<file path="src/design/caas_pkg.sv">
// Package of register map, field layout and widths for the cell and aux alert status bank
package caas_pkg;
	localparam int unsigned ADDR_W = 8;
	localparam int unsigned DATA_W = 16;
	localparam int unsigned NUM_CELLS = 12;
	localparam int unsigned NUM_BALSW = 12;
	localparam int unsigned SEL_W = 3;
	localparam int unsigned CODE_W = 12;
	localparam logic [ADDR_W-1:0] ADDR_CELL_ALERT_SUMMARY = 8'h04;
	localparam logic [ADDR_W-1:0] ADDR_CELL_OVERVOLTAGE_ALERTS = 8'h05;
	localparam logic [ADDR_W-1:0] ADDR_CELL_UNDERVOLTAGE_ALERTS = 8'h07;
	localparam logic [ADDR_W-1:0] ADDR_BALANCE_SWITCH_ALERTS = 8'h08;
	localparam int unsigned BIT_AUX0 = 12;
	localparam int unsigned BIT_AUX1 = 13;
	localparam int unsigned BIT_CELL_LO = 0;
	localparam logic [DATA_W-1:0] DATA_ZERO = 16'h0000;
	localparam logic [1:0] AUX_ZERO = 2'h0;
	localparam logic [NUM_CELLS-1:0] CELL_ZERO = 12'h000;
	localparam logic [NUM_BALSW-1:0] BALSW_ZERO = 12'h000;
endpackage : caas_pkg

</file>
<file path="src/design/caas_alert_bank.sv">
// Alert status bank for cell, auxiliary and balance-switch comparisons
////////////////////////////////////////////////////////////////////////////////
// Behaviour
// - Cell alert bit 13 is the OR of aux1 cold and hot flags.
// - Cell alert bit 12 is the OR of aux0 cold and hot flags.
// - Each cell summary bit is OR of its overvoltage and undervoltage flags.
// - Aux cold flag set when aux voltage exceeds cold threshold.
// - Aux hot flag, in undervoltage register, set when voltage below hot threshold.
// - Cell overvoltage flag set only when enabled and above threshold.
// - Cell undervoltage flag set only when enabled and below threshold.
// - Twelve balance diagnostic flags compare against threshold picked by 3-bit select.
// - Flags follow each acquisition; not sticky, writes cannot clear.
// - Balance summary output is OR of all balance diagnostic flags.
// - Cold summary output is OR of both aux cold flags.
//
// The address-and-strobe port was left to the implementer.
module caas_alert_bank
	import caas_pkg::*;
(
	input wire logic core_clk_i,
	input wire logic sys_rst_i,
	input wire logic [ADDR_W-1:0] reg_addr_i,
	input wire logic [DATA_W-1:0] reg_wdata_i,
	input wire logic reg_wr_i,
	input wire logic reg_rd_i,
	output logic [DATA_W-1:0] reg_rdata_o,
	input wire logic acq_done_i,
	input wire logic [NUM_CELLS*CODE_W-1:0] cell_codes_i,
	input wire logic [2*CODE_W-1:0] aux_codes_i,
	input wire logic [NUM_BALSW*CODE_W-1:0] balsw_codes_i,
	input wire logic [CODE_W-1:0] overvoltage_threshold_i,
	input wire logic [CODE_W-1:0] undervoltage_threshold_i,
	input wire logic [CODE_W-1:0] aux_cold_threshold_i,
	input wire logic [CODE_W-1:0] aux_hot_threshold_i,
	input wire logic [NUM_CELLS-1:0] cell_overvoltage_enable_i,
	input wire logic [NUM_CELLS-1:0] cell_undervoltage_enable_i,
	input wire logic [SEL_W-1:0] balance_diag_select_i,
	input wire logic [(1<<SEL_W)*CODE_W-1:0] balance_diag_thresholds_i,
	output logic balance_switch_summary_o,
	output logic any_aux_cold_summary_o
);
	////////////////////////////////////////////////////////////////////////////////
	wire logic [NUM_CELLS-1:0] cell_overvoltage_flags;
	wire logic [NUM_CELLS-1:0] cell_undervoltage_flags;
	wire logic [NUM_BALSW-1:0] balance_switch_diag_flags;
	wire logic [1:0] aux_cold_flag;
	wire logic [1:0] aux_hot_flag;
	wire logic [CODE_W-1:0] balsw_threshold;
	wire logic [NUM_CELLS-1:0] cell_alert_summary_bits;
	wire logic aux0_alert_summary;
	wire logic aux1_alert_summary;
	wire logic [DATA_W-1:0] reg_summary;
	wire logic [DATA_W-1:0] reg_ov;
	wire logic [DATA_W-1:0] reg_uv;
	wire logic [DATA_W-1:0] reg_balsw;
	wire logic [DATA_W-1:0] next_rdata;

	// Threshold picked by select; the tap table comes from the threshold block
	assign balsw_threshold = balance_diag_thresholds_i[balance_diag_select_i*CODE_W +: CODE_W];

	////////////////////////////////////////////////////////////////////////////////
	// Comparators update only on acquisition done, so flags track the last result
	for (genvar n = 0; n < NUM_CELLS; n++) begin : g_cell
		caas_cmp u_ov (
			.core_clk_i(core_clk_i),
			.sys_rst_i(sys_rst_i),
			.acq_done_i(acq_done_i),
			.enable_i(cell_overvoltage_enable_i[n]),
			.value_i(cell_codes_i[n*CODE_W +: CODE_W]),
			.threshold_i(overvoltage_threshold_i),
			.above_i(1'b1),
			.flag_o(cell_overvoltage_flags[n])
		);
		caas_cmp u_uv (
			.core_clk_i(core_clk_i),
			.sys_rst_i(sys_rst_i),
			.acq_done_i(acq_done_i),
			.enable_i(cell_undervoltage_enable_i[n]),
			.value_i(cell_codes_i[n*CODE_W +: CODE_W]),
			.threshold_i(undervoltage_threshold_i),
			.above_i(1'b0),
			.flag_o(cell_undervoltage_flags[n])
		);
	end

	for (genvar a = 0; a < 2; a++) begin : g_aux
		caas_cmp u_cold (
			.core_clk_i(core_clk_i),
			.sys_rst_i(sys_rst_i),
			.acq_done_i(acq_done_i),
			.enable_i(1'b1),
			.value_i(aux_codes_i[a*CODE_W +: CODE_W]),
			.threshold_i(aux_cold_threshold_i),
			.above_i(1'b1),
			.flag_o(aux_cold_flag[a])
		);
		caas_cmp u_hot (
			.core_clk_i(core_clk_i),
			.sys_rst_i(sys_rst_i),
			.acq_done_i(acq_done_i),
			.enable_i(1'b1),
			.value_i(aux_codes_i[a*CODE_W +: CODE_W]),
			.threshold_i(aux_hot_threshold_i),
			.above_i(1'b0),
			.flag_o(aux_hot_flag[a])
		);
	end

	for (genvar b = 0; b < NUM_BALSW; b++) begin : g_balsw
		caas_cmp u_bal (
			.core_clk_i(core_clk_i),
			.sys_rst_i(sys_rst_i),
			.acq_done_i(acq_done_i),
			.enable_i(1'b1),
			.value_i(balsw_codes_i[b*CODE_W +: CODE_W]),
			.threshold_i(balsw_threshold),
			.above_i(1'b1),
			.flag_o(balance_switch_diag_flags[b])
		);
	end

	////////////////////////////////////////////////////////////////////////////////
	// Summaries are combinational so they never lag the flags
	assign cell_alert_summary_bits = cell_overvoltage_flags | cell_undervoltage_flags;
	assign aux0_alert_summary = aux_cold_flag[0] | aux_hot_flag[0];
	assign aux1_alert_summary = aux_cold_flag[1] | aux_hot_flag[1];
	assign balance_switch_summary_o = |balance_switch_diag_flags;
	assign any_aux_cold_summary_o = |aux_cold_flag;

	// Register images; unassigned bits stay zero
	assign reg_summary = {2'h0, aux1_alert_summary, aux0_alert_summary, cell_alert_summary_bits};
	assign reg_ov = {2'h0, aux_cold_flag[1], aux_cold_flag[0], cell_overvoltage_flags};
	assign reg_uv = {2'h0, aux_hot_flag[1], aux_hot_flag[0], cell_undervoltage_flags};
	assign reg_balsw = {4'h0, balance_switch_diag_flags};

	// Unmapped addresses read zero; writes have no target at all
	assign next_rdata = !reg_rd_i ? DATA_ZERO :
		(reg_addr_i == ADDR_CELL_ALERT_SUMMARY) ? reg_summary :
		(reg_addr_i == ADDR_CELL_OVERVOLTAGE_ALERTS) ? reg_ov :
		(reg_addr_i == ADDR_CELL_UNDERVOLTAGE_ALERTS) ? reg_uv :
		(reg_addr_i == ADDR_BALANCE_SWITCH_ALERTS) ? reg_balsw : DATA_ZERO;

	always_ff @(posedge core_clk_i) begin
		if (sys_rst_i) begin
			reg_rdata_o <= DATA_ZERO;
		end else begin
			reg_rdata_o <= next_rdata;
		end
	end
endmodule // caas_alert_bank

</file>
<file path="src/design/caas_cmp.sv">
// One comparison flag that is re-evaluated at every acquisition
module caas_cmp
	import caas_pkg::*;
(
	input wire logic core_clk_i,
	input wire logic sys_rst_i,
	input wire logic acq_done_i,
	input wire logic enable_i,
	input wire logic [CODE_W-1:0] value_i,
	input wire logic [CODE_W-1:0] threshold_i,
	input wire logic above_i,
	output logic flag_o
);
	wire logic next_flag;
	assign next_flag = enable_i && (above_i ? (value_i > threshold_i) : (value_i < threshold_i));

	always_ff @(posedge core_clk_i) begin
		if (sys_rst_i) begin
			flag_o <= 1'b0;
		end else if (acq_done_i) begin
			flag_o <= next_flag;
		end
	end
endmodule // caas_cmp

</file>
<file path="config.mk">
export PLATFORM = sky130hd
export DESIGN_NAME = caas_alert_bank
export DESIGN_NICKNAME = d
export VERILOG_FILES = /design/src/design/caas_pkg.sv /design/src/design/caas_alert_bank.sv /design/src/design/caas_cmp.sv
export SDC_FILE = /design/constraint.sdc
export NUM_CORES = 1
export LEC_CHECK = 0
export ABC_AREA = 1
export BUFFER_PORTS_ARGS = -buffer_cell sky130_fd_sc_hd__buf_2
export CORE_AREA = 2 2 204 206
export CTS_BUF_LIST = sky130_fd_sc_hd__clkbuf_4
export DETAILED_ROUTE_END_ITERATION = 10
export DIE_AREA = 0 0 206 208
export PLACE_DENSITY = 0.83
export SYNTH_ARGS = -nofsm -noshare
export SYNTH_HDL_FRONTEND = slang
export SYNTH_HIERARCHICAL = 1
export SYNTH_SLANG_ARGS = --single-unit
</file>
<file path="constraint.sdc">
create_clock -name core_clk_i -period 4.6 [get_ports core_clk_i]
set_input_delay 0.23 -clock core_clk_i [delete_from_list [all_inputs] [get_ports core_clk_i]]
set_output_delay 0.23 -clock core_clk_i [all_outputs]
set_load 0.01 [all_outputs]
</file>
* Word level (Yosys, flattened, before mapping)
Cells that the tools add are included.
Cells by class: magnitude comparators 40, bitwise operators 4, eq/ne operators 4, reductions and logical operators 28, multipliers 1, shift-type cells 1, mux-type cells 4
Operator list (number):
- 12-bit greater-than comparator | 26
- 12-bit less-than comparator | 14
- 96-bit by 8-bit indexed part select with 12-bit output | 1
- 14-bit 2-to-1 mux | 3
- 8-bit by 3-bit == test with 1-bit output, second input constant | 3
- 1-bit logical AND | 24
- 12-bit 2-to-1 mux | 1
- 12-bit bitwise OR | 1
- 12-bit OR reduction | 1
- 8-bit by 4-bit == test with 1-bit output, second input constant | 1
- 3-bit by 2-bit multiplier with 5-bit output, second input constant | 1
- 5-bit OR reduction | 1
- 2-bit OR reduction | 2
- 1-bit bitwise OR | 2
- 1-bit NOT | 1
Storage, ports and cells: input bits 512, output and inout port bits 18, logic and storage cells 124, register bits after elaboration 56

* Depth between registers and ports, before layout
depth after elaboration 5, gate-level depth with buffers 19, depth with buffers taken out 17

* Modules after synthesis
The synthesis kept the hierarchy.
By module, submodules not included:
- caas_cmp (g_aux[0].u_cold ...) | cells an instance 70, instances 39, area an instance 435.4 um^2, sequential area each 20.0 um^2
- caas_alert_bank | cells an instance 364, instances 1, area an instance 1911.8 um^2, sequential area each 280.3 um^2
- caas_cmp (g_cell[10].u_ov) | cells an instance 70, instances 1, area an instance 437.9 um^2, sequential area each 20.0 um^2

* Least setup slack after synthesis
No wires, ideal clock.
kind input to register, start point input balance_diag_select_i[1], end point register g_balsw[0].u_bal.flag_o, stages 15, buffers on the path 2, data required time 4.534 ns, setup time 0.066 ns, slack 2.568 ns, data arrival time 1.966 ns, cell sequence buf_4 -> buf_2 -> nor2_1 -> o21ai_1 -> o21ai_1 -> nand2_1 -> nand2_1 -> inv_1 -> ha_1 -> a21o_1 -> nor2_2 -> nand3_1 -> nand2_1 -> nand3_2 -> a21oi_2
On the way: cells in the longest elaborated chain, start to end 3
RTL lines:
- start, declared | line caas_alert_bank.sv:37 | input wire logic [SEL_W-1:0] balance_diag_select_i,
- 3-bit by 2-bit multiplier with 5-bit output | line caas_alert_bank.sv:59 | assign balsw_threshold = balance_diag_thresholds_i[balance_diag_select_i*CODE_W +: CODE_W];
- 96-bit by 8-bit indexed part select with 12-bit output | line caas_alert_bank.sv:59
- via balsw_threshold[11] | line caas_alert_bank.sv:48 | wire logic [CODE_W-1:0] balsw_threshold;
- 12-bit greater-than comparator | line caas_cmp.sv:15 | assign next_flag = enable_i && (above_i ? (value_i > threshold_i) : (value_i < threshold_i));
- end signal, assigned | line caas_cmp.sv:21 | flag_o <= next_flag;
- end, declared | line caas_cmp.sv:12 | output logic flag_o
The timed path passes the listed nets, and every way through them passes these cells. A chain may end at the register's enable or synchronous reset.

* Worst setup path in the final report
start point input balance_diag_select_i[0], end point register g_balsw[10].u_bal.flag_o
On the way: cells in the longest elaborated chain, start to end 3
RTL lines (line):
- 3-bit by 2-bit multiplier with 5-bit output | caas_alert_bank.sv:59
- 96-bit by 8-bit indexed part select with 12-bit output | caas_alert_bank.sv:59
- via balsw_threshold[10] | caas_alert_bank.sv:48
- 12-bit greater-than comparator | caas_cmp.sv:15
- end signal, assigned | caas_cmp.sv:21
- end, declared | caas_cmp.sv:12
The timed path passes the listed nets, and every way through them passes these cells.

==> metrics.yaml <==
power.density_nw_per_um2: 126
cts_tree: "done"
clk_latency_ns: 0.39
yosys.cell_count.top_type: "nand2_1"
pre_cts_slack_ns: 1.38
cp_top_family: "simple AND/OR/NAND/NOR gates"
grt_max_degree: 57
leakage_uw: 0.0156
hold_path.class: "in -> reg"
synthTopCellsByCount: "862 x nand2_1, 820 x inv_1, 480 x ha_1"
setup_viol: 0
post-cts-setup-buffers: 0
avgSynthCellArea_um2: 6.11
die_w_um: 206
synthArstFlopShare_pct: 0
worst_slew_pin_slew_ns: 0.734
clock.fmax_mhz: 350
report.final.hold_viol_count: 0
synth_compound_area_share_pct: 8.85
grt_first_pass_wirelength_um: 94200
synth.ff_latch_count: 54
synth_ff_type: "dfxtp_1"
slew_headroom_pct: 51.1
first_iter_violations: 942
hpwl_um: 51200
cts_buffers: 5
wl_per_cell_um: 14.2
num_rows: 74
cpPeakStageDelay_ns: 0.57
crit_slowest_cell: "inv_2"
worstPathArrival_ns: 3.18
drive_gt1_share_pct: 23.8
ios: 530
initial_core_util_pct: 47.7
cts.htree.levels: 2
total_power_uw: 2880
critPathLaunchType: "input port"
cpMostUsedCell: "nand2_1"
tns_ns: 0
worst-path-buf-inv: 5
post-route-util_pct: 56.5
synthMuxAreaShare_pct: 0
cp_max_fo: 48
ys_seq_area_share_pct: 5.59
io_buffers: 510
grt_setup_unrepaired: "no"
synth_area_um2: 19300
synthAdderAreaFrac_pct: 31.1
synth-edff-count: 0
nNetsFinal: 4748
synth.top_cell.area_share_pct: 31.1
peakVddDrop_mv: 0.141
cts_sinks: 54
max_cap_viol_count: 0
synth_top_family_by_area: "simple AND/OR/NAND/NOR gates"
finClkSkew_ns: 0.0204
drc: 0
yosysUniqueCellTypes: 32
synth_xor_area_share_pct: 0
max-clock-path-buffers: 2
die_h_um: 208
ys_top_cells_by_area: "ha_1 31%, nand2_1 17%, inv_1 16%, dfxtp_1 5.6%, a21oi_1 3.1%"
grt_pass1_vias: 19200
grt_overflow: 0
holdBufCountCts: 0
ctsRootBufferMaster: "clkbuf_4"
layout_setup_ws_ns: 1.74
antenna_found_initial: 40
hold_ws_ns: 0.178
synth_simple_gate_area_share_pct: 35.3
gp_congestion: 0.910
synthToLayoutAreaGrowth_pct: 18.6
cts_resized: 0
worstSetupPathType: "in -> reg"
finalMaxSlewViolations: 0
track_usage_pct: 27.8
crit_required_ns: 4.92
crit_path_cell_trace: "buf_2 -> inv_2 -> o21ai_0 -> o21ai_1 -> nand2_1 -> nand2_1 -> inv_1 -> ha_1 -> nand2_1 -> inv_2 -> nand2_4 -> inv_1 -> nand2_1 -> nand3_1 -> nand2_1 -> nand3_2 -> a21oi_2"
fin_crit_ns: 2.86
dieArea_um2: 42800
path_clk_slew_ns: 0.17
setup.worst_path.end_class: "flip-flop"
syn_inst: 3164
antenna_left: 0
yosys.area.top_type: "ha_1"
outcome: "completed"
first_pass_iters: 7
period_share_pct: 62.1
vias: 20500
core_um2: 40600
via_per_inst: 4.75
synth_warnings: 6
wirelength_um: 61100
==> registers in the layout, summed over array words and instances, names as in the netlist <==
signal                flops
g_cell.u_ov/flag_o       12
reg_rdata_o              14
g_aux.u_cold/flag_o       2
g_aux.u_hot/flag_o        2
g_cell.u_uv/flag_o       12
g_balsw.u_bal/flag_o     12
==> logic make-up after synthesis <==
family | after synthesis
other | 2
flip-flops | 54
adder cells (fa/ha/maj) | 480
AO/OA/AOI/OAI | 289
buffers and inverters | 964
AND/OR/NAND/NOR | 1375
==> metrics by stage <==
stage	instance area (µm²)	cells
detailed placement	22800	4281
CTS	22900	4289
floorplan	19700	3260
global placement	22800	4281
finish	22900	4318
global route	22900	4310
==> final timing paths <==
path | depth (start not counted) | start | to | slack [ns]
min | 5 | cell_overvoltage_enable_i[6] | g_cell[6].u_ov/flag_o | 0.18
max | 17 | balance_diag_select_i[0] | g_balsw[10].u_bal/flag_o | 1.74
max reg2reg | 5 | g_cell[3].u_uv/flag_o | reg_rdata_o[3] | 3.55
min reg2reg | 2 | g_cell[11].u_ov/flag_o | g_cell[11].u_ov/flag_o | 0.49
==> area by class of cell <==
| class | instances | area [µm²] |
|---|---|---|
| diodes | 29 | 72.6 |
| clock buffers | 5 | 37.5 |
| clock inverters | 3 | 47.5 |
| fillers | 4041 | 17600 |
| inverters | 940 | 3530 |
| multi-input cells | 2242 | 14900 |
| flip-flops and latches | 54 | 1080 |
| well taps | 532 | 666 |
| repair buffers | 513 | 2580 |
==> worst register-to-register path, stage by stage (launching register included) <==
cell,delay [ns]
dfxtp_1,0.36
or2_2,0.29
nand3_1,0.08
nand3_1,0.09
nor2_1,0.10
nor2_1,0.04
==> power breakdown <==
part           switching (µW)  total, µW  internal (µW)
clock                     158        276            118
sequential               17.4        506            488
combinational            1270       2100            833
total                    1440       2880           1440
==> metal layers <==
metal	vias up	wire (µm)	GRT usage (%)
li1	10700	-	-
met1	8864	23800	30.4
met2	679	28900	49.6
met3	193	5100	6.31
met4	22	3190	14.8
met5	-	139	0
==> layout by cell type, fill, tap and decap left out, types with 40 or more instances in the layout <==
cell type  instances
a21o_1            40
a21oi_1          120
a21oi_2           40
buf_2            509
clkinv_1          40
conb_1            98
dfxtp_1           54
ha_1             480
inv_1            820
inv_2             80
nand2_1          862
nand2_2           44
nand2_4           41
nand3_1           72
nand3_2           40
nand4_1           40
nand4_2           40
nor2_1           146
nor2_4            44
o21ai_0           63
No activity file was read; power rests on OpenSTA's default activity.
